==> src/logic/esc_defines.svh <==
// Register offsets, field positions, widths and reset values of the statistics block.
`ifndef ESC_DEFINES_SVH
`define ESC_DEFINES_SVH

// ----------------------------------------------------------------
// Register byte offsets
// ----------------------------------------------------------------
`define ESC_OFF_GOOD_RX    6'h00
`define ESC_OFF_CRC_ERR    6'h04
`define ESC_OFF_ALIGN_ERR  6'h08
`define ESC_OFF_DEFER_TX   6'h0c
`define ESC_OFF_LATE_COL   6'h10
`define ESC_OFF_EXCESS_COL 6'h14
`define ESC_OFF_TX_UNDER   6'h18
`define ESC_OFF_CARRIER    6'h1c
`define ESC_OFF_CTRL       6'h20

// ----------------------------------------------------------------
// Control register fields and reset value
// ----------------------------------------------------------------
`define ESC_CTRL_RX_EN_BIT   2
`define ESC_CTRL_WR_EN_BIT   7
`define ESC_CTRL_BIG_BIT     8
`define ESC_CTRL_HALF_BIT    9
`define ESC_CTRL_MASK        32'h0000_0384
`define ESC_CTRL_RESET       32'h0000_0000

// ----------------------------------------------------------------
// Counter widths and frame length limits in bytes
// ----------------------------------------------------------------
`define ESC_W_GOOD_RX    24
`define ESC_W_DEFER_TX   16
`define ESC_W_BYTE_CNT   8
`define ESC_LEN_MIN      11'd64
`define ESC_LEN_MAX      11'd1518
`define ESC_LEN_MAX_BIG  11'd1536

`endif

==> src/logic/esc_pkg.sv <==
// Types shared by the statistics counter block.
package esc_pkg;

    // Counter index, equal to the register word position.
    typedef enum logic [2:0] {
        ESC_GOOD_RX    = 3'b000,
        ESC_CRC_ERR    = 3'b001,
        ESC_ALIGN_ERR  = 3'b010,
        ESC_DEFER_TX   = 3'b011,
        ESC_LATE_COL   = 3'b100,
        ESC_EXCESS_COL = 3'b101,
        ESC_TX_UNDER   = 3'b110,
        ESC_CARRIER    = 3'b111
    } esc_cnt_e;

    typedef logic [31:0] esc_word_t;

endpackage : esc_pkg

==> src/logic/esc_counter.sv <==
// Saturating statistics counter with clear and load.
`timescale 1ns/1ps
module esc_counter #(
    parameter int W = 8
) (
    input  wire logic         mclk_i,
    input  wire logic         rst_i,
    input  wire logic         inc_i,
    input  wire logic         clr_i,
    input  wire logic         wr_i,
    input  wire logic [W-1:0] wdata_i,
    output logic      [W-1:0] cnt_o
);

    logic [W-1:0] cnt_r;

    // A load wins over a clear and an event, reset over a load; an event in the clear cycle is kept.
    always_ff @(posedge mclk_i) begin
        if (rst_i) begin
            cnt_r <= '0;
        end else if (wr_i) begin
            cnt_r <= wdata_i;
        end else if (clr_i) begin
            cnt_r <= {{(W-1){1'b0}}, inc_i};
        end else if (inc_i && (cnt_r != {W{1'b1}})) begin
            cnt_r <= cnt_r + {{(W-1){1'b0}}, 1'b1};
        end
    end

    assign cnt_o = cnt_r;
endmodule : esc_counter

==> src/logic/esc_rx_classify.sv <==
// Sorts a finished received frame into good, CRC error or alignment error.
`timescale 1ns/1ps
`include "esc_defines.svh"
module esc_rx_classify (
    input  wire logic [10:0] len_i,
    input  wire logic        whole_i,
    input  wire logic        crc_bad_i,
    input  wire logic        sym_err_i,
    input  wire logic        big_i,
    output logic             good_o,
    output logic             crc_err_o,
    output logic             align_err_o
);

    logic [10:0] max_len;
    logic        len_ok;
    logic        bad;

    assign max_len     = big_i ? `ESC_LEN_MAX_BIG : `ESC_LEN_MAX;
    assign len_ok      = (len_i >= `ESC_LEN_MIN) && (len_i <= max_len);
    assign bad         = crc_bad_i || sym_err_i;
    assign good_o      = len_ok && whole_i && !bad;
    assign crc_err_o   = len_ok && whole_i && bad;
    assign align_err_o = len_ok && !whole_i && bad;

endmodule : esc_rx_classify

==> src/logic/esc_stats.sv <==
// Ethernet MAC frame statistics counters behind an Avalon-MM slave.
// ----------------------------------------------------------------
// How it works
// - 24-bit good frame count, only address matched frames copied to memory.
// - Good means length 64 to 1518, or 1536 when big, no errors.
// - 8-bit CRC error count for whole-byte frames of valid length.
// - A symbol error on a valid whole-byte frame also counts as CRC error.
// - 8-bit alignment error count for valid odd-bit frames with bad CRC.
// - A symbol error on a valid odd-bit frame also counts as alignment error.
// - 16-bit count of frames deferred by carrier on their first attempt.
// - Deferred count skips frames with a collision, a late collision or an underrun.
// - 8-bit count of collisions seen after the 512 bit slot time.
// - A late collision also goes to the ordinary collision statistics.
// - 8-bit count of frames dropped after 16 collisions.
// - 8-bit count of frames lost to a transmit DMA underrun.
// - An underrun frame bumps no other counter.
// - Counters clear on read and stick at all ones.
// - Software writes to counters land only while write enable is set.
// - Receive counters move only while receive enable is set.
// - Half duplex only: 8-bit carrier loss count, touching nothing else.
// ----------------------------------------------------------------
`timescale 1ns/1ps
`include "esc_defines.svh"
module esc_stats
    import esc_pkg::*;
(
    input  wire logic        mclk_i,
    input  wire logic        rst_i,
    // Avalon-MM slave.
    input  wire logic [5:0]  avs_address_i,
    input  wire logic        avs_read_i,
    input  wire logic        avs_write_i,
    input  wire logic [31:0] avs_writedata_i,
    input  wire logic [3:0]  avs_byteenable_i,
    output logic      [31:0] avs_readdata_o,
    output logic             avs_waitrequest_o,
    // Receive frame report, one pulse per finished frame.
    input  wire logic        rx_frame_done_i,
    input  wire logic [10:0] rx_len_i,
    input  wire logic        rx_whole_bytes_i,
    input  wire logic        rx_crc_bad_i,
    input  wire logic        rx_sym_err_i,
    input  wire logic        rx_addr_match_i,
    input  wire logic        rx_copied_i,
    // Transmit frame report, one pulse per finished frame.
    input  wire logic        tx_frame_done_i,
    input  wire logic        tx_deferred_i,
    input  wire logic        tx_collision_i,
    input  wire logic        tx_late_col_i,
    input  wire logic        tx_excess_col_i,
    input  wire logic        tx_underrun_i,
    input  wire logic        tx_carrier_err_i,
    // Pulse to the ordinary collision statistics.
    output logic             coll_stat_inc_o,
    // Control bits for the rest of the MAC.
    output logic             rx_enable_o,
    output logic             big_frames_o,
    output logic             half_duplex_o
);

    localparam int NCNT = 8;

    // Width of each counter, by register word position.
    function automatic int cnt_width(input int idx);
        case (idx)
            0:       cnt_width = `ESC_W_GOOD_RX;
            3:       cnt_width = `ESC_W_DEFER_TX;
            default: cnt_width = `ESC_W_BYTE_CNT;
        endcase
    endfunction : cnt_width

    // ----------------------------------------------------------------
    // Control register
    // ----------------------------------------------------------------
    esc_word_t ctrl_r;
    logic      rx_en;
    logic      stats_we;
    logic      big_frames;
    logic      half_duplex;

    assign rx_en       = ctrl_r[`ESC_CTRL_RX_EN_BIT];
    assign stats_we    = ctrl_r[`ESC_CTRL_WR_EN_BIT];
    assign big_frames  = ctrl_r[`ESC_CTRL_BIG_BIT];
    assign half_duplex = ctrl_r[`ESC_CTRL_HALF_BIT];

    assign rx_enable_o   = rx_en;
    assign big_frames_o  = big_frames;
    assign half_duplex_o = half_duplex;

    // ----------------------------------------------------------------
    // Bus handshake
    // ----------------------------------------------------------------
    // Each access takes one wait state: the request is acted on at the
    // first edge, and waitrequest drops in the cycle after it.
    logic      ack_r;
    logic      take;
    logic      rd_take;
    logic      wr_take;
    logic      cnt_hit;
    logic      ctrl_hit;
    logic [2:0] sel;

    assign take     = (avs_read_i || avs_write_i) && !ack_r;
    assign rd_take  = take && avs_read_i;
    assign wr_take  = take && avs_write_i;
    assign cnt_hit  = (avs_address_i[5] == 1'b0) && (avs_address_i[1:0] == 2'b00);
    assign ctrl_hit = (avs_address_i == `ESC_OFF_CTRL);
    assign sel      = avs_address_i[4:2];

    assign avs_waitrequest_o = (avs_read_i || avs_write_i) && !ack_r;

    always_ff @(posedge mclk_i) begin
        if (rst_i) begin
            ack_r <= 1'b0;
        end else begin
            ack_r <= take;
        end
    end

    // ----------------------------------------------------------------
    // Byte lane merge for writes
    // ----------------------------------------------------------------
    logic [31:0] cnt32 [NCNT];
    esc_word_t   cur_word;
    esc_word_t   wmerge;

    assign cur_word = ctrl_hit ? ctrl_r : cnt32[sel];

    genvar gb;
    generate
        for (gb = 0; gb < 4; gb++) begin : g_lane
            assign wmerge[gb*8 +: 8] = avs_byteenable_i[gb] ?
                                       avs_writedata_i[gb*8 +: 8] :
                                       cur_word[gb*8 +: 8];
        end
    endgenerate

    always_ff @(posedge mclk_i) begin
        if (rst_i) begin
            ctrl_r <= `ESC_CTRL_RESET;
        end else if (wr_take && ctrl_hit) begin
            ctrl_r <= wmerge & `ESC_CTRL_MASK;
        end
    end

    // ----------------------------------------------------------------
    // Receive event decode
    // ----------------------------------------------------------------
    logic rx_good;
    logic rx_crc_err;
    logic rx_align_err;

    esc_rx_classify u_classify (
        .len_i       (rx_len_i),
        .whole_i     (rx_whole_bytes_i),
        .crc_bad_i   (rx_crc_bad_i),
        .sym_err_i   (rx_sym_err_i),
        .big_i       (big_frames),
        .good_o      (rx_good),
        .crc_err_o   (rx_crc_err),
        .align_err_o (rx_align_err)
    );

    logic rx_ev;

    assign rx_ev = rx_frame_done_i && rx_en;

    // ----------------------------------------------------------------
    // Transmit event decode
    // ----------------------------------------------------------------
    logic tx_ev;
    logic tx_ok;

    assign tx_ev = tx_frame_done_i;
    assign tx_ok = tx_ev && !tx_underrun_i;

    // ----------------------------------------------------------------
    // Counter increments
    // ----------------------------------------------------------------
    logic [NCNT-1:0] inc;

    always_comb begin
        inc = '0;
        inc[ESC_GOOD_RX]    = rx_ev && rx_good && rx_addr_match_i && rx_copied_i;
        inc[ESC_CRC_ERR]    = rx_ev && rx_crc_err;
        inc[ESC_ALIGN_ERR]  = rx_ev && rx_align_err;
        inc[ESC_DEFER_TX]   = tx_ok && tx_deferred_i
                              && !tx_collision_i && !tx_late_col_i;
        inc[ESC_LATE_COL]   = tx_ok && tx_late_col_i;
        inc[ESC_EXCESS_COL] = tx_ok && tx_excess_col_i;
        inc[ESC_TX_UNDER]   = tx_ev && tx_underrun_i;
        inc[ESC_CARRIER]    = tx_ok && half_duplex && tx_carrier_err_i
                              && !tx_collision_i && !tx_late_col_i;
    end

    // A late collision is also a collision for the collision counters.
    assign coll_stat_inc_o = tx_ok && (tx_collision_i || tx_late_col_i);

    // ----------------------------------------------------------------
    // Counter bank
    // ----------------------------------------------------------------
    genvar gc;
    generate
        for (gc = 0; gc < NCNT; gc++) begin : g_cnt
            localparam int W = cnt_width(gc);
            logic [W-1:0] val;
            logic         hit;

            assign hit = cnt_hit && (sel == 3'(gc));

            esc_counter #(
                .W (W)
            ) u_cnt (
                .mclk_i  (mclk_i),
                .rst_i   (rst_i),
                .inc_i   (inc[gc]),
                .clr_i   (rd_take && hit),
                .wr_i    (wr_take && hit && stats_we),
                .wdata_i (wmerge[W-1:0]),
                .cnt_o   (val)
            );

            if (W < 32) begin : g_pad
                assign cnt32[gc] = {{(32-W){1'b0}}, val};
            end else begin : g_full
                assign cnt32[gc] = val;
            end
        end
    endgenerate

    // ----------------------------------------------------------------
    // Read data
    // ----------------------------------------------------------------
    // The value is captured at the same edge that clears the counter,
    // so no event is lost between the snapshot and the clear.
    esc_word_t rdata_r;

    always_ff @(posedge mclk_i) begin
        if (rst_i) begin
            rdata_r <= '0;
        end else if (rd_take) begin
            if (ctrl_hit) begin
                rdata_r <= ctrl_r;
            end else if (cnt_hit) begin
                rdata_r <= cnt32[sel];
            end else begin
                rdata_r <= '0;
            end
        end
    end

    assign avs_readdata_o = rdata_r;
endmodule : esc_stats
==> config.mk <==
export PLATFORM = sky130hd
export DESIGN_NAME = esc_stats
export DESIGN_NICKNAME = d
export VERILOG_FILES = /design/src/logic/esc_pkg.sv /design/src/logic/esc_counter.sv /design/src/logic/esc_rx_classify.sv /design/src/logic/esc_stats.sv
export VERILOG_INCLUDE_DIRS = /design/src /design/src/logic
export SDC_FILE = /design/constraint.sdc
export NUM_CORES = 1
export LEC_CHECK = 0
export BUFFER_PORTS_ARGS = -buffer_cell sky130_fd_sc_hd__buf_4
export CELL_PAD_IN_SITES_DETAIL_PLACEMENT = 0
export CELL_PAD_IN_SITES_GLOBAL_PLACEMENT = 1
export CORE_UTILIZATION = 47
export CTS_CLUSTER_SIZE = 25
export DETAILED_ROUTE_END_ITERATION = 8
export GPL_ROUTABILITY_DRIVEN = 1
export PLACE_DENSITY = 0.86
export SYNTH_ARGS = -nofsm -noshare
export SYNTH_HDL_FRONTEND = slang
export SYNTH_SLANG_ARGS = --single-unit
==> constraint.sdc <==
create_clock -name mclk_i -period 3.9 [get_ports mclk_i]
set_input_delay 0.195 -clock mclk_i [delete_from_list [all_inputs] [get_ports mclk_i]]
set_output_delay 0.195 -clock mclk_i [all_outputs]
set_load 0.1 [all_outputs]
# [Word level (Yosys, flattened, before mapping)]
# Index checks and enable logic that the tools add are counted.
[classes] addsub=8 magnitude_cmp=3 eq_ne=16 muxes=34 n_bitwise=2 reduce_logical=88
[op_table] cell="$mux 8" n=21
[op_table] cell="$mux 32" n=4
[op_table] cell="$bmux 32 s3" n=1
[op_table] cell="$mux 24" n=4
[op_table] cell="$logic_and 1x1->1" n=69
[op_table] cell="$add 8x1->8 const B" n=6
[op_table] cell="$mux 16" n=3
[op_table] cell="$ne 8x8->1 const B" n=6
[op_table] cell="$add 24x1->24 const B" n=1
[op_table] cell="$ne 24x24->1 const B" n=1
[op_table] cell="$reduce_bool 3->1" n=8
[op_table] cell="$add 16x1->16 const B" n=1
[op_table] cell="$ne 16x16->1 const B" n=1
[op_table] cell="$eq 3x3->1 const B" n=4
[op_table] cell="$ge 11x7->1 const B" n=1
[op_table] cell="$le 11x11->1" n=1
[op_table] cell="$mux 10" n=1
[op_table] cell="$eq 3x2->1 const B" n=2
[op_table] cell="$eq 6x6->1 const B" n=1
[op_table] cell="$logic_not 1->1" n=6
[op_table] cell="$ge 4x4->1 const B" n=1
[op_table] cell="$not 3->4" n=1
[op_table] cell="$eq 3x1->1 const B" n=1
[op_table] cell="$logic_not 3->1" n=1
[op_table] cell="other kinds (3)" n=5
[totals] regBits=125 inputBits=70 out_inout_bits=37 wordCells=162

# [Logic depth before layout (Yosys ltp)]
# Gate-level depths: netlist (run 1).
[logic_depth] ltp_word=12 depth_mapped=10 depth_no_buf=8

# [Modules after synthesis]
# From an unflattened synthesis (run 1), not the netlist that was laid out.
[hier_totals] cells_unflattened=1065 hier_area_um2=8531.9
[by_module_without_submodules] mod="esc_counter at g_cnt[1].u_cnt ..." n_inst=6 cells_each=65 area_each_um2=536.8
[by_module_without_submodules] mod="esc_stats" n_inst=1 cells_each=294 area_each_um2=2314.7
[by_module_without_submodules] mod="esc_counter at g_cnt[0].u_cnt" n_inst=1 cells_each=207 area_each_um2=1669.1
[by_module_without_submodules] mod="esc_counter at g_cnt[3].u_cnt" n_inst=1 cells_each=142 area_each_um2=1079.8
[by_module_without_submodules] mod="esc_rx_classify" n_inst=1 cells_each=32 area_each_um2=247.7

# [Worst setup path before layout (run 1)]
# Ideal clock, no wire load.
[synth_timing] kind="flip-flop to flip-flop" start="register ctrl_r[8]" end="register g_cnt[0].u_cnt.cnt_r[23]" arrival_ns=2.938 required_time_ns=3.768 path_slack_ns=0.830 path_stages_with_launch=10 period_less_slack_ns=3.070 path_cell_list="dfxtp_1 > ha_1 > a211oi_1 > o22ai_1 > o32ai_1 > buf_2 > buf_2 > nand3_1 > o32ai_1 > nor3_1"
[synth_between] elab_chain_len=10
[synth_lines] element="start, declared" line="esc_stats.sv:75" source="esc_word_t ctrl_r;"
[synth_lines] element="start signal, assigned" line="esc_stats.sv:140" source="ctrl_r <= `ESC_CTRL_RESET;"
[synth_lines] element="start signal, assigned" line="esc_stats.sv:142" source="ctrl_r <= wmerge & `ESC_CTRL_MASK;"
[synth_lines] element="$mux 10 (no source line)"
[synth_lines] element="$le 11x11->1" line="esc_rx_classify.sv:20" source="assign len_ok = (len_i >= `ESC_LEN_MIN) && (len_i <= max_len);"
[synth_lines] element="$logic_and 1x1->1" line="esc_rx_classify.sv:20"
[synth_lines] element="$logic_and 1x1->1 (2 in a row)" line="esc_rx_classify.sv:22" source="assign good_o = len_ok && whole_i && !bad;"
[synth_lines] element="$logic_and 1x1->1 (3 in a row)" line="esc_stats.sv:184" source="inc[ESC_GOOD_RX] = rx_ev && rx_good && rx_addr_match_i && rx_copied_i;"
[synth_lines] element="$logic_and 1x1->1" line="esc_counter.sv:25" source="end else if (inc_i && (cnt_r != {W{1'b1}})) begin"
[synth_lines] element="$reduce_bool 3->1 (no source line)"
[synth_lines] element="end signal, assigned" line="esc_counter.sv:22" source="cnt_r <= wdata_i;"
[synth_lines] element="end signal, assigned" line="esc_counter.sv:24" source="cnt_r <= {{(W-1){1'b0}}, inc_i};"
[synth_lines] element="end signal, assigned" line="esc_counter.sv:26" source="cnt_r <= cnt_r + {{(W-1){1'b0}}, 1'b1};"
[synth_lines] element="end, declared" line="esc_counter.sv:15" source="logic [W-1:0] cnt_r;"
# Every way passes these cells.
# A chain may end at the register's enable or synchronous reset.

# [Worst setup path after layout (run 1)]
[layout_timing] start="register ctrl_r[8]" end="register g_cnt[1].u_cnt.cnt_r[4]"
[layout_between] elab_chain_len=8
[layout_lines] element="$mux 10 (no source line)"
[layout_lines] element="$le 11x11->1" line="esc_rx_classify.sv:20"
[layout_lines] element="$logic_and 1x1->1" line="esc_rx_classify.sv:20"
[layout_lines] element="$logic_and 1x1->1 (2 in a row)" line="esc_rx_classify.sv:23" source="assign crc_err_o = len_ok && whole_i && bad;"
[layout_lines] element="$logic_and 1x1->1" line="esc_stats.sv:185" source="inc[ESC_CRC_ERR] = rx_ev && rx_crc_err;"
[layout_lines] element="$logic_and 1x1->1" line="esc_counter.sv:25"
[layout_lines] element="$reduce_bool 3->1 (no source line)"
[layout_lines] element="end signal, assigned" line="esc_counter.sv:22"
[layout_lines] element="end signal, assigned" line="esc_counter.sv:24"
[layout_lines] element="end signal, assigned" line="esc_counter.sv:26"
[layout_lines] element="end, declared" line="esc_counter.sv:15"
# Every way passes these cells.

==> reports/results.tsv, run 1 <==
stage	metric	value	unit
run_status	outcome	finished clean	
final_layout	most common cell after layout, fill and taps aside	nor2_1	
logic_synthesis	EDFF count, synth	0	
timing	RSZ-0062 raised after global routing	no	
placement	DP Wirelength	19800	um
clock_network	CTS tree	yes	
hold_path	Hold Crit Class	in -> reg	
hold_path	WHS Path Cells	3	
routing	via/cell ratio	6.51	
pwr	Switch Pwr	0.000883	W
clock_network	Num CTS Buffers	17	
clock_network	Num Clock Sinks	117	
final_layout	diode count	0	
placement	IO buf count	89	
timing	worst setup margin	1.03	ns
routing	Routed Antenna Nets	0	
critical_path	Worst path max stage delay	0.72	ns
clock_network	clock-pin slew on the worst setup and hold paths	0.05	ns
global_routing	maximum number of pins on one net before global-route repair	70	
critical_path	Critical Path Start Type	register	
global_routing	GRT Total Usage	0.324	
final_layout	# fillers	1577	
critical_path	R2R cell count	9	
timing	final-report max-slew violation count	0	
critical_path	Buf/Inv on CP	2	
critical_path	crit path DAT	3.17	ns
routing	total iterations of the first detailed-routing run	5	
final_layout	nets	1162	
routing	WL final	28300	um
critical_path	critical path's top delay family	compound AO/OA/AOI/OAI gates	
placement	area post-placement	8800	um2
critical_path	critical path required time	4.20	ns
pwr	switching portion of total power	0.274	
timing	Max Clock Skew	0.00809	ns
clock_network	cts hold-fix bufs	0	
global_routing	initial antenna violation count	0	
floorplan	Initial Util	0.482	
critical_path	highest-delay cell along the critical path	a21oi_1	
final_layout	Seq. cell area	2340	um2
pwr	VDD IR max	304	uV
pwr	pwr/cell area	343	nW/um2
clock_network	CTS max path bufs	2	
timing	fmax	349	MHz
timing	Tmin final	2.87	ns
final_layout	Area Overhead vs Synth	17.3	%
routing	Via Count	8525	
clock_network	Root Buffer	clkbuf_16	
logic_synthesis	Post-Synthesis Cells	1010	
floorplan	Die Height	133	um
timing	max_slew headroom	0.379	
pwr	P_int	0.00234	W
pwr	Clock power frac	0.501	
timing	endpoints failing setup	0	
global_routing	vias in the first global route	7806	
critical_path	Worst Path Max Fanout	19	
logic_synthesis	ys flop type	dfxtp_1	
clock_network	Setup Buffers After CTS	0	
logic_synthesis	post-synthesis cell type count	83	
timing	Min Hold Slack	0.0907	ns
logic_synthesis	ranking of synthesized cells by area	dfxtp_1, nor2_1, mux4_2	
logic_synthesis	Synth Register Bits	117	
logic_synthesis	Yosys top cell by area	dfxtp_1	
critical_path	crit-path cells	inv_1 > ha_1 > and3_1 > nor3_1 > o32ai_2 > buf_4 > a21oi_1 > mux2i_1 > nor2_1	
logic_synthesis	Async S/R FF share, synth	0	
run	maxcap violations	0	
floorplan	Die W	133	um
timing	Worst Tran Pin Value	0.929	ns
logic_synthesis	register area share after synthesis	0.292	
final_layout	Core Util, Final	0.565	
timing	Final period util	0.735	
logic_synthesis	syn_area_per_cell	7.94	um2
global_routing	Overflow after GRT	0	
final_layout	commonest non-fill, non-tap cells in the layout	nor2_1, dfxtp_1, buf_4	
floorplan	die area	17600	um2
global_routing	first-pass GRT wire length	43700	um
logic_synthesis	synth warn	0	
final_layout	Finished Cell Area	9400	um2
timing	TNS Setup	0	ns
critical_path	Crit Path Class	reg -> reg	
floorplan	Core Area	16600	um2
logic_synthesis	top-area cell type share of the netlist area	0.292	
placement	RD Place Congestion	0.954	
routing	DRC viols	0	
logic_synthesis	synthesized area	8020	um2
pwr	combinational power share	0.117	
floorplan	Ports	107	
pwr	total leakage power	3.41	nW
clock_network	CTS resizes	0	
clock_network	Clk Latency, worst-skew pair	0.43	ns
floorplan	row count	47	
final_layout	share of layout cells above drive strength 1	0.185	
timing	final hold vios	0	
pwr	Reg power frac	0.382	
critical_path	Worst path depth	9	
routing	wire per inst	21.7	um
critical_path	crit end category	register	
clock_network	H-tree depth	4	
final_layout	multi-input logic area	5320	um2
placement	Place WS	1.05	ns
routing	Iteration-0 DRC Markers	808	
-- cell families after synthesis --
logic type	after synthesis	synth area share
other	1	0.000468
xor gates and xnor gates	33	0.0361
muxes	36	0.0712
DFF	117	0.292
adders and majority gates	16	0.0250
and+or+nand+nor	447	0.275
AOI/OAI and AO/OA	275	0.250
buffers and inverters	85	0.0495
-- cell usage after synthesis, types with 18 or more instances --
cell type and number:
nand4_1 21, a221oi_1 23, a21oi_1 57, and3_1 18
clkbuf_1 34, dfxtp_1 117, nand2_1 79, a22oi_1 18
o22ai_1 20, nor2_1 142, a211oi_1 21, nand3_1 60
nor3_1 48, inv_1 19, o21ai_0 34
-- final timing paths --
check / start / endpoint / slack, ns
worst max-delay path: ctrl_r[8]$_SDFFE_PP0P_ / g_cnt[1].u_cnt.cnt_o[4]$_SDFFE_PP0P_ / 1.03
worst max register to register: ctrl_r[8]$_SDFFE_PP0P_ / g_cnt[1].u_cnt.cnt_o[4]$_SDFFE_PP0P_ / 1.03
worst min-delay path: avs_read_i / ack_r$_SDFF_PP0_ / 0.09
worst min register to register: avs_readdata_o[18]$_SDFFE_PP0P_ / avs_readdata_o[18]$_SDFFE_PP0P_ / 0.45
-- power groups by stage --
stage / clock network, W / registers [W] / logic [W]
floorplan: 0 / 0.00127 / 0.000227
global placement: 0 / 0.00126 / 0.000367
detailed placement: 0 / 0.00126 / 0.000369
CTS: 0.00163 / 0.00123 / 0.000370
global route: 0.00168 / 0.00123 / 0.000395
finish: 0.00162 / 0.00123 / 0.000376
-- metal layers --
layer  vias up  GRT usage  wire length (um)
met5         -          0                 0
met1      3981      0.408             11500
met4         0      0.195              1560
met2       476      0.512             12800
li1       3964          -                 -
met3       104     0.0648              2430
-- registers in the layout, indices dropped and copies added (netlist names) --
signal             flops
avs_readdata_o        24
ctrl_r                 4
ack_r                  1
g_cnt.u_cnt.cnt_o     88
-- worst register-to-register path, stage by stage, from the launching register on --
cell     delay [ns]
dfxtp_1        0.54
inv_1          0.12
ha_1           0.30
and3_1         0.19
nor3_1         0.17
o32ai_2        0.12
buf_4          0.22
a21oi_1        0.72
mux2i_1        0.31
nor2_1         0.06
-- final cells by class --
type | instances | area share
sequential | 117 | 0.249
tap | 220 | 0.0293
clock inverter | 13 | 0.0168
clock buffer | 19 | 0.0471
multi-input combinational | 815 | 0.566
inverter | 19 | 0.00758
timing repair buffer | 106 | 0.0846
-- per-stage QoR --
step,std cells,power (W)
floorplan,1017,0.00149
global placement,1277,0.00162
detailed placement,1277,0.00162
CTS,1309,0.00323
global route,1309,0.00330
finish,1309,0.00322
No activity file was read; power rests on OpenSTA's default activity.
==> run 2: changes to the inputs <==
--- a/config.mk
+++ b/config.mk
@@ -6,14 +6,15 @@
 export SDC_FILE = /design/constraint.sdc
 export NUM_CORES = 1
 export LEC_CHECK = 0
+export ABC_AREA = 1
 export BUFFER_PORTS_ARGS = -buffer_cell sky130_fd_sc_hd__buf_4
 export CELL_PAD_IN_SITES_DETAIL_PLACEMENT = 0
 export CELL_PAD_IN_SITES_GLOBAL_PLACEMENT = 1
-export CORE_UTILIZATION = 47
+export CORE_UTILIZATION = 41
 export CTS_CLUSTER_SIZE = 25
 export DETAILED_ROUTE_END_ITERATION = 8
 export GPL_ROUTABILITY_DRIVEN = 1
-export PLACE_DENSITY = 0.86
+export PLACE_DENSITY = 0.8
 export SYNTH_ARGS = -nofsm -noshare
 export SYNTH_HDL_FRONTEND = slang
 export SYNTH_SLANG_ARGS = --single-unit
==> constraint.sdc (replaced) <==
create_clock -name mclk_i -period 2.7 [get_ports mclk_i]
set_input_delay 0.135 -clock mclk_i [delete_from_list [all_inputs] [get_ports mclk_i]]
set_output_delay 0.135 -clock mclk_i [all_outputs]
set_load 0.1 [all_outputs]
==> run 2 against run 1 <==
Via count increased by 16%; critical path depth increased by 1; setup slack worse by 0.77 ns; hold slack lost 0.079 ns; critical path type unchanged; critical endpoint is now g_cnt[0].u_cnt.cnt_o[2]$_SDFFE_PP0P_; largest cell class unchanged; largest power group unchanged; highest routed layer unchanged.
==> reports/results.tsv, run 2 <==
stage	metric	value	unit	change
routing	Detail Route met3 WL	2730	um	was 2430 um
pwr	total leakage power	4.60	nW	was 3.41 nW
hold_path	WHS Path Cells	3		unchanged
logic_synthesis	Synth top cells by count	nand2_1, nand3_1, nor2_1, inv_1, dfxtp_1		was nor2_1, dfxtp_1, nand2_1, nand3_1, a21oi_1
floorplan	Die W	148	um	was 133 um
logic_synthesis	most frequent cell after synthesis	nand2_1		was nor2_1
critical_path	crit path DAT	2.80	ns	was 3.17 ns
logic_synthesis	largest family of logic cells by synthesized area	simple AND/OR/NAND/NOR gates		unchanged
clock_network	CTS tree	yes		unchanged
final_layout	max reg flops	88		unchanged
logic_synthesis	Post-Synthesis Cells	1427		was 1010
final_layout	nets	1598		was 1162
logic_synthesis	Post-Synth XOR/XNOR Area	0.0369		was 0.0361
critical_path	highest-delay cell along the critical path	nand4_4		was a21oi_1
hold_path	sink of the worst hold path	ack_r$_SDFF_PP0_		unchanged
routing	Iteration-0 DRC Markers	877		was 808
pwr	pwr/cell area	474	nW/um2	was 343 nW/um2
critical_path	R2R Setup Slk	0.26	ns	was 1.03 ns
pwr	VDD IR max	374	uV	was 304 uV
run_status	outcome	finished clean		unchanged
logic_synthesis	Synth Register Bits	117		unchanged
critical_path	endpoint of the worst-slack reg-to-reg timing path	g_cnt[0].u_cnt.cnt_o[2]$_SDFFE_PP0P_		was g_cnt[1].u_cnt.cnt_o[4]$_SDFFE_PP0P_
pwr	total power	0.00490	W	was 0.00322 W
hold_path	hold_sp	avs_write_i		was avs_read_i
logic_synthesis	top-area cell type share of the netlist area	0.267		was 0.292
floorplan	Die Height	148	um	was 133 um
routing	Routed Antenna Nets	0		unchanged
floorplan	die area	22000	um2	was 17600 um2
timing	Tmin final	2.44	ns	was 2.87 ns
routing	wl on met1	14000	um	was 11500 um
floorplan	row count	53		was 47
floorplan	Ports	107		unchanged
clock_network	Num CTS Buffers	17		unchanged
clock_network	H-tree depth	4		unchanged
timing	endpoints failing setup	0		unchanged
placement	IO buf count	89		unchanged
timing	final hold vios	0		unchanged
critical_path	Worst Path Max Fanout	23		was 19
placement	DP Wirelength	23000	um	was 19800 um
logic_synthesis	EDFF count, synth	0		unchanged
global_routing	initial antenna violation count	0		unchanged
global_routing	maximum number of pins on one net before global-route repair	75		was 70
logic_synthesis	Yosys top cell by area	dfxtp_1		unchanged
logic_synthesis	synth warn	0		unchanged
final_layout	commonest non-fill, non-tap cells in the layout	nand2_1, nand3_1, nor2_1		was nor2_1, dfxtp_1, buf_4
global_routing	GRT Total Usage	0.299		was 0.324
global_routing	Overflow after GRT	0		unchanged
final_layout	Finished Cell Area	10400	um2	was 9400 um2
global_routing	first-pass GRT wire length	50500	um	was 43700 um
routing	wire per inst	17.9	um	was 21.7 um
run	maxcap violations	0		unchanged
critical_path	Crit Path Class	reg -> reg		unchanged
placement	area post-placement	9680	um2	was 8800 um2
timing	RSZ-0062 raised after global routing	no		unchanged
final_layout	most common cell after layout, fill and taps aside	nand2_1		was nor2_1
critical_path	CP most frequent cell	nand2_1		
logic_synthesis	ys flop type	dfxtp_1		unchanged
clock_network	clock-pin slew on the worst setup and hold paths	0.06	ns	was 0.05 ns
final_layout	Area Overhead vs Synth	18.0	%	was 17.3%
logic_synthesis	register area share after synthesis	0.267		was 0.292
logic_synthesis	post-synthesis cell type count	48		was 83
logic_synthesis	Post-Synth Simple-Gate Area	0.412		was 0.275
critical_path	worst r2r src	ctrl_r[8]$_SDFFE_PP0P_		unchanged
routing	total iterations of the first detailed-routing run	6		was 5
timing	final-report max-slew violation count	0		unchanged
clock_network	Num Clock Sinks	117		unchanged
routing	Via Count	9908		was 8525
timing	fmax	411	MHz	was 349 MHz
clock_network	CTS max path bufs	2		unchanged
critical_path	crit-path cells	inv_1 > ha_1 > nand2_1 > nor2_2 > nand4_1 > a21oi_1 > nand4_4 > nand3b_1 > nand2_1 > nor2_1		was inv_1 > ha_1 > and3_1 > nor3_1 > o32ai_2 > buf_4 > a21oi_1 > mux2i_1 > nor2_1
logic_synthesis	Async S/R FF share, synth	0		unchanged
logic_synthesis	Synth Area in Compound Gates	0.160		was 0.250
critical_path	Buf/Inv on CP	1		was 2
critical_path	crit end category	register		unchanged
routing	DR top layer	met4		unchanged
placement	RD Place Congestion	0.921		was 0.954
final_layout	diode count	0		unchanged
hold_path	Hold Crit Class	in -> reg		unchanged
clock_network	Clk Latency, worst-skew pair	0.43	ns	about the same
global_routing	vias in the first global route	9219		was 7806
critical_path	Critical Path Start Type	register		unchanged
logic_synthesis	mux cell area share after synthesis	0		was 0.0712
logic_synthesis	syn_area_per_cell	6.15	um2	was 7.94 um2
final_layout	share of layout cells above drive strength 1	0.142		was 0.185
floorplan	Initial Util	0.417		was 0.482
timing	Worst Tran Pin Value	0.645	ns	was 0.929 ns
timing	max_slew headroom	0.565		was 0.379
routing	DRC viols	0		unchanged
timing	Final period util	0.902		was 0.735
floorplan	Core Area	21000	um2	was 16600 um2
logic_synthesis	Synth Area in Adders	0.0228		was 0.0250
timing	TNS Setup	0	ns	unchanged
routing	WL final	32100	um	was 28300 um
routing	via/cell ratio	5.51		was 6.51
logic_synthesis	synthesized area	8770	um2	was 8020 um2
critical_path	R2R cell count	10		was 9
clock_network	Root Buffer	clkbuf_16		unchanged
critical_path	Worst path max stage delay	0.45	ns	was 0.72 ns
critical_path	critical path's top delay family	simple AND/OR/NAND/NOR gates		was compound AO/OA/AOI/OAI gates
logic_synthesis	ranking of synthesized cells by area	dfxtp_1, nand2_1, nand3_1		was dfxtp_1, nor2_1, mux4_2
critical_path	critical path required time	3.07	ns	was 4.20 ns
timing	Max Clock Skew	0.0126	ns	was 0.00809 ns
routing	met2 WL	14300	um	was 12800 um
run 2: timing repair:
item	CTS	global route
resized for setup	1	3
pin swaps	0	1
setup buffers	0	2
endpoints found under the hold margin	1	0
hold buffers	1	0
endpoints found under the setup margin	1	24
run 2: worst max path at each step:
stage / endpoint / slack [ns] / cells past startpoint / from
after detailed placement: g_cnt[0].u_cnt.cnt_o[2]$_SDFFE_PP0P_ / 0.004 / 10 / ctrl_r[8]$_SDFFE_PP0P_
after floorplan: g_cnt[1].u_cnt.cnt_o[5]$_SDFFE_PP0P_ / 0.28 / 11 / ctrl_r[8]$_SDFFE_PP0P_
final: g_cnt[0].u_cnt.cnt_o[2]$_SDFFE_PP0P_ / 0.26 / 10 / ctrl_r[8]$_SDFFE_PP0P_
after global routing: g_cnt[0].u_cnt.cnt_o[12]$_SDFFE_PP0P_ / 0.04 / 12 / ctrl_r[8]$_SDFFE_PP0P_
after CTS: g_cnt[0].u_cnt.cnt_o[16]$_SDFFE_PP0P_ / 0.05 / 11 / avs_read_i
after global placement: g_cnt[0].u_cnt.cnt_o[1]$_SDFFE_PP0P_ / 0.08 / 11 / avs_address_i[2]
run 2: tightest hold or removal path: cells and delay by family:
family / cells / cell delay (ns)
buffers and inverters: 1 / 0.10
AO/OA/AOI/OAI: 1 / 0.09
AND/OR/NAND/NOR: 1 / 0.08
run 2: where the power goes:
group	internal, W	switching, W
logic	0.000176	0.000434
clock network	0.00161	0.000881
registers	0.00176	0.0000390
run 2: final cells by class:
cell class | count | area, um2
repair buffers | 114 | 871
flip-flops and latches | 117 | 2350
fillers | 2209 | 10700
inverters | 152 | 573
well taps | 275 | 344
clock inverters | 8 | 148
clock buffers | 23 | 478
multi-input cells | 1110 | 5590
run 2: per-stage QoR:
step,util,cells,hold WS [ns],setup WS [ns]
4_1_cts,0.491,1797,0.00929,0.0536
2_1_floorplan,-,1434,0.204,0.281
3_5_place_dp,0.461,1765,0.438,0.00414
6_report,0.492,1799,0.0115,0.264
5_1_grt,0.492,1799,0.0242,0.0370
3_3_place_gp,0.461,1765,0.430,0.0775
run 2: logic make-up after synthesis:
logic type	count (synthesis)
compound gates	255
xor+xnor	37
buf+inv	207
flops	117
fa+ha+maj	16
simple gates	794
other cells	1
run 2: metal layers:
metal	up-vias	global-route usage
met3	68	0.0543
met2	426	0.471
li1	4901	-
met1	4513	0.402
met5	-	0
met4	0	0.120
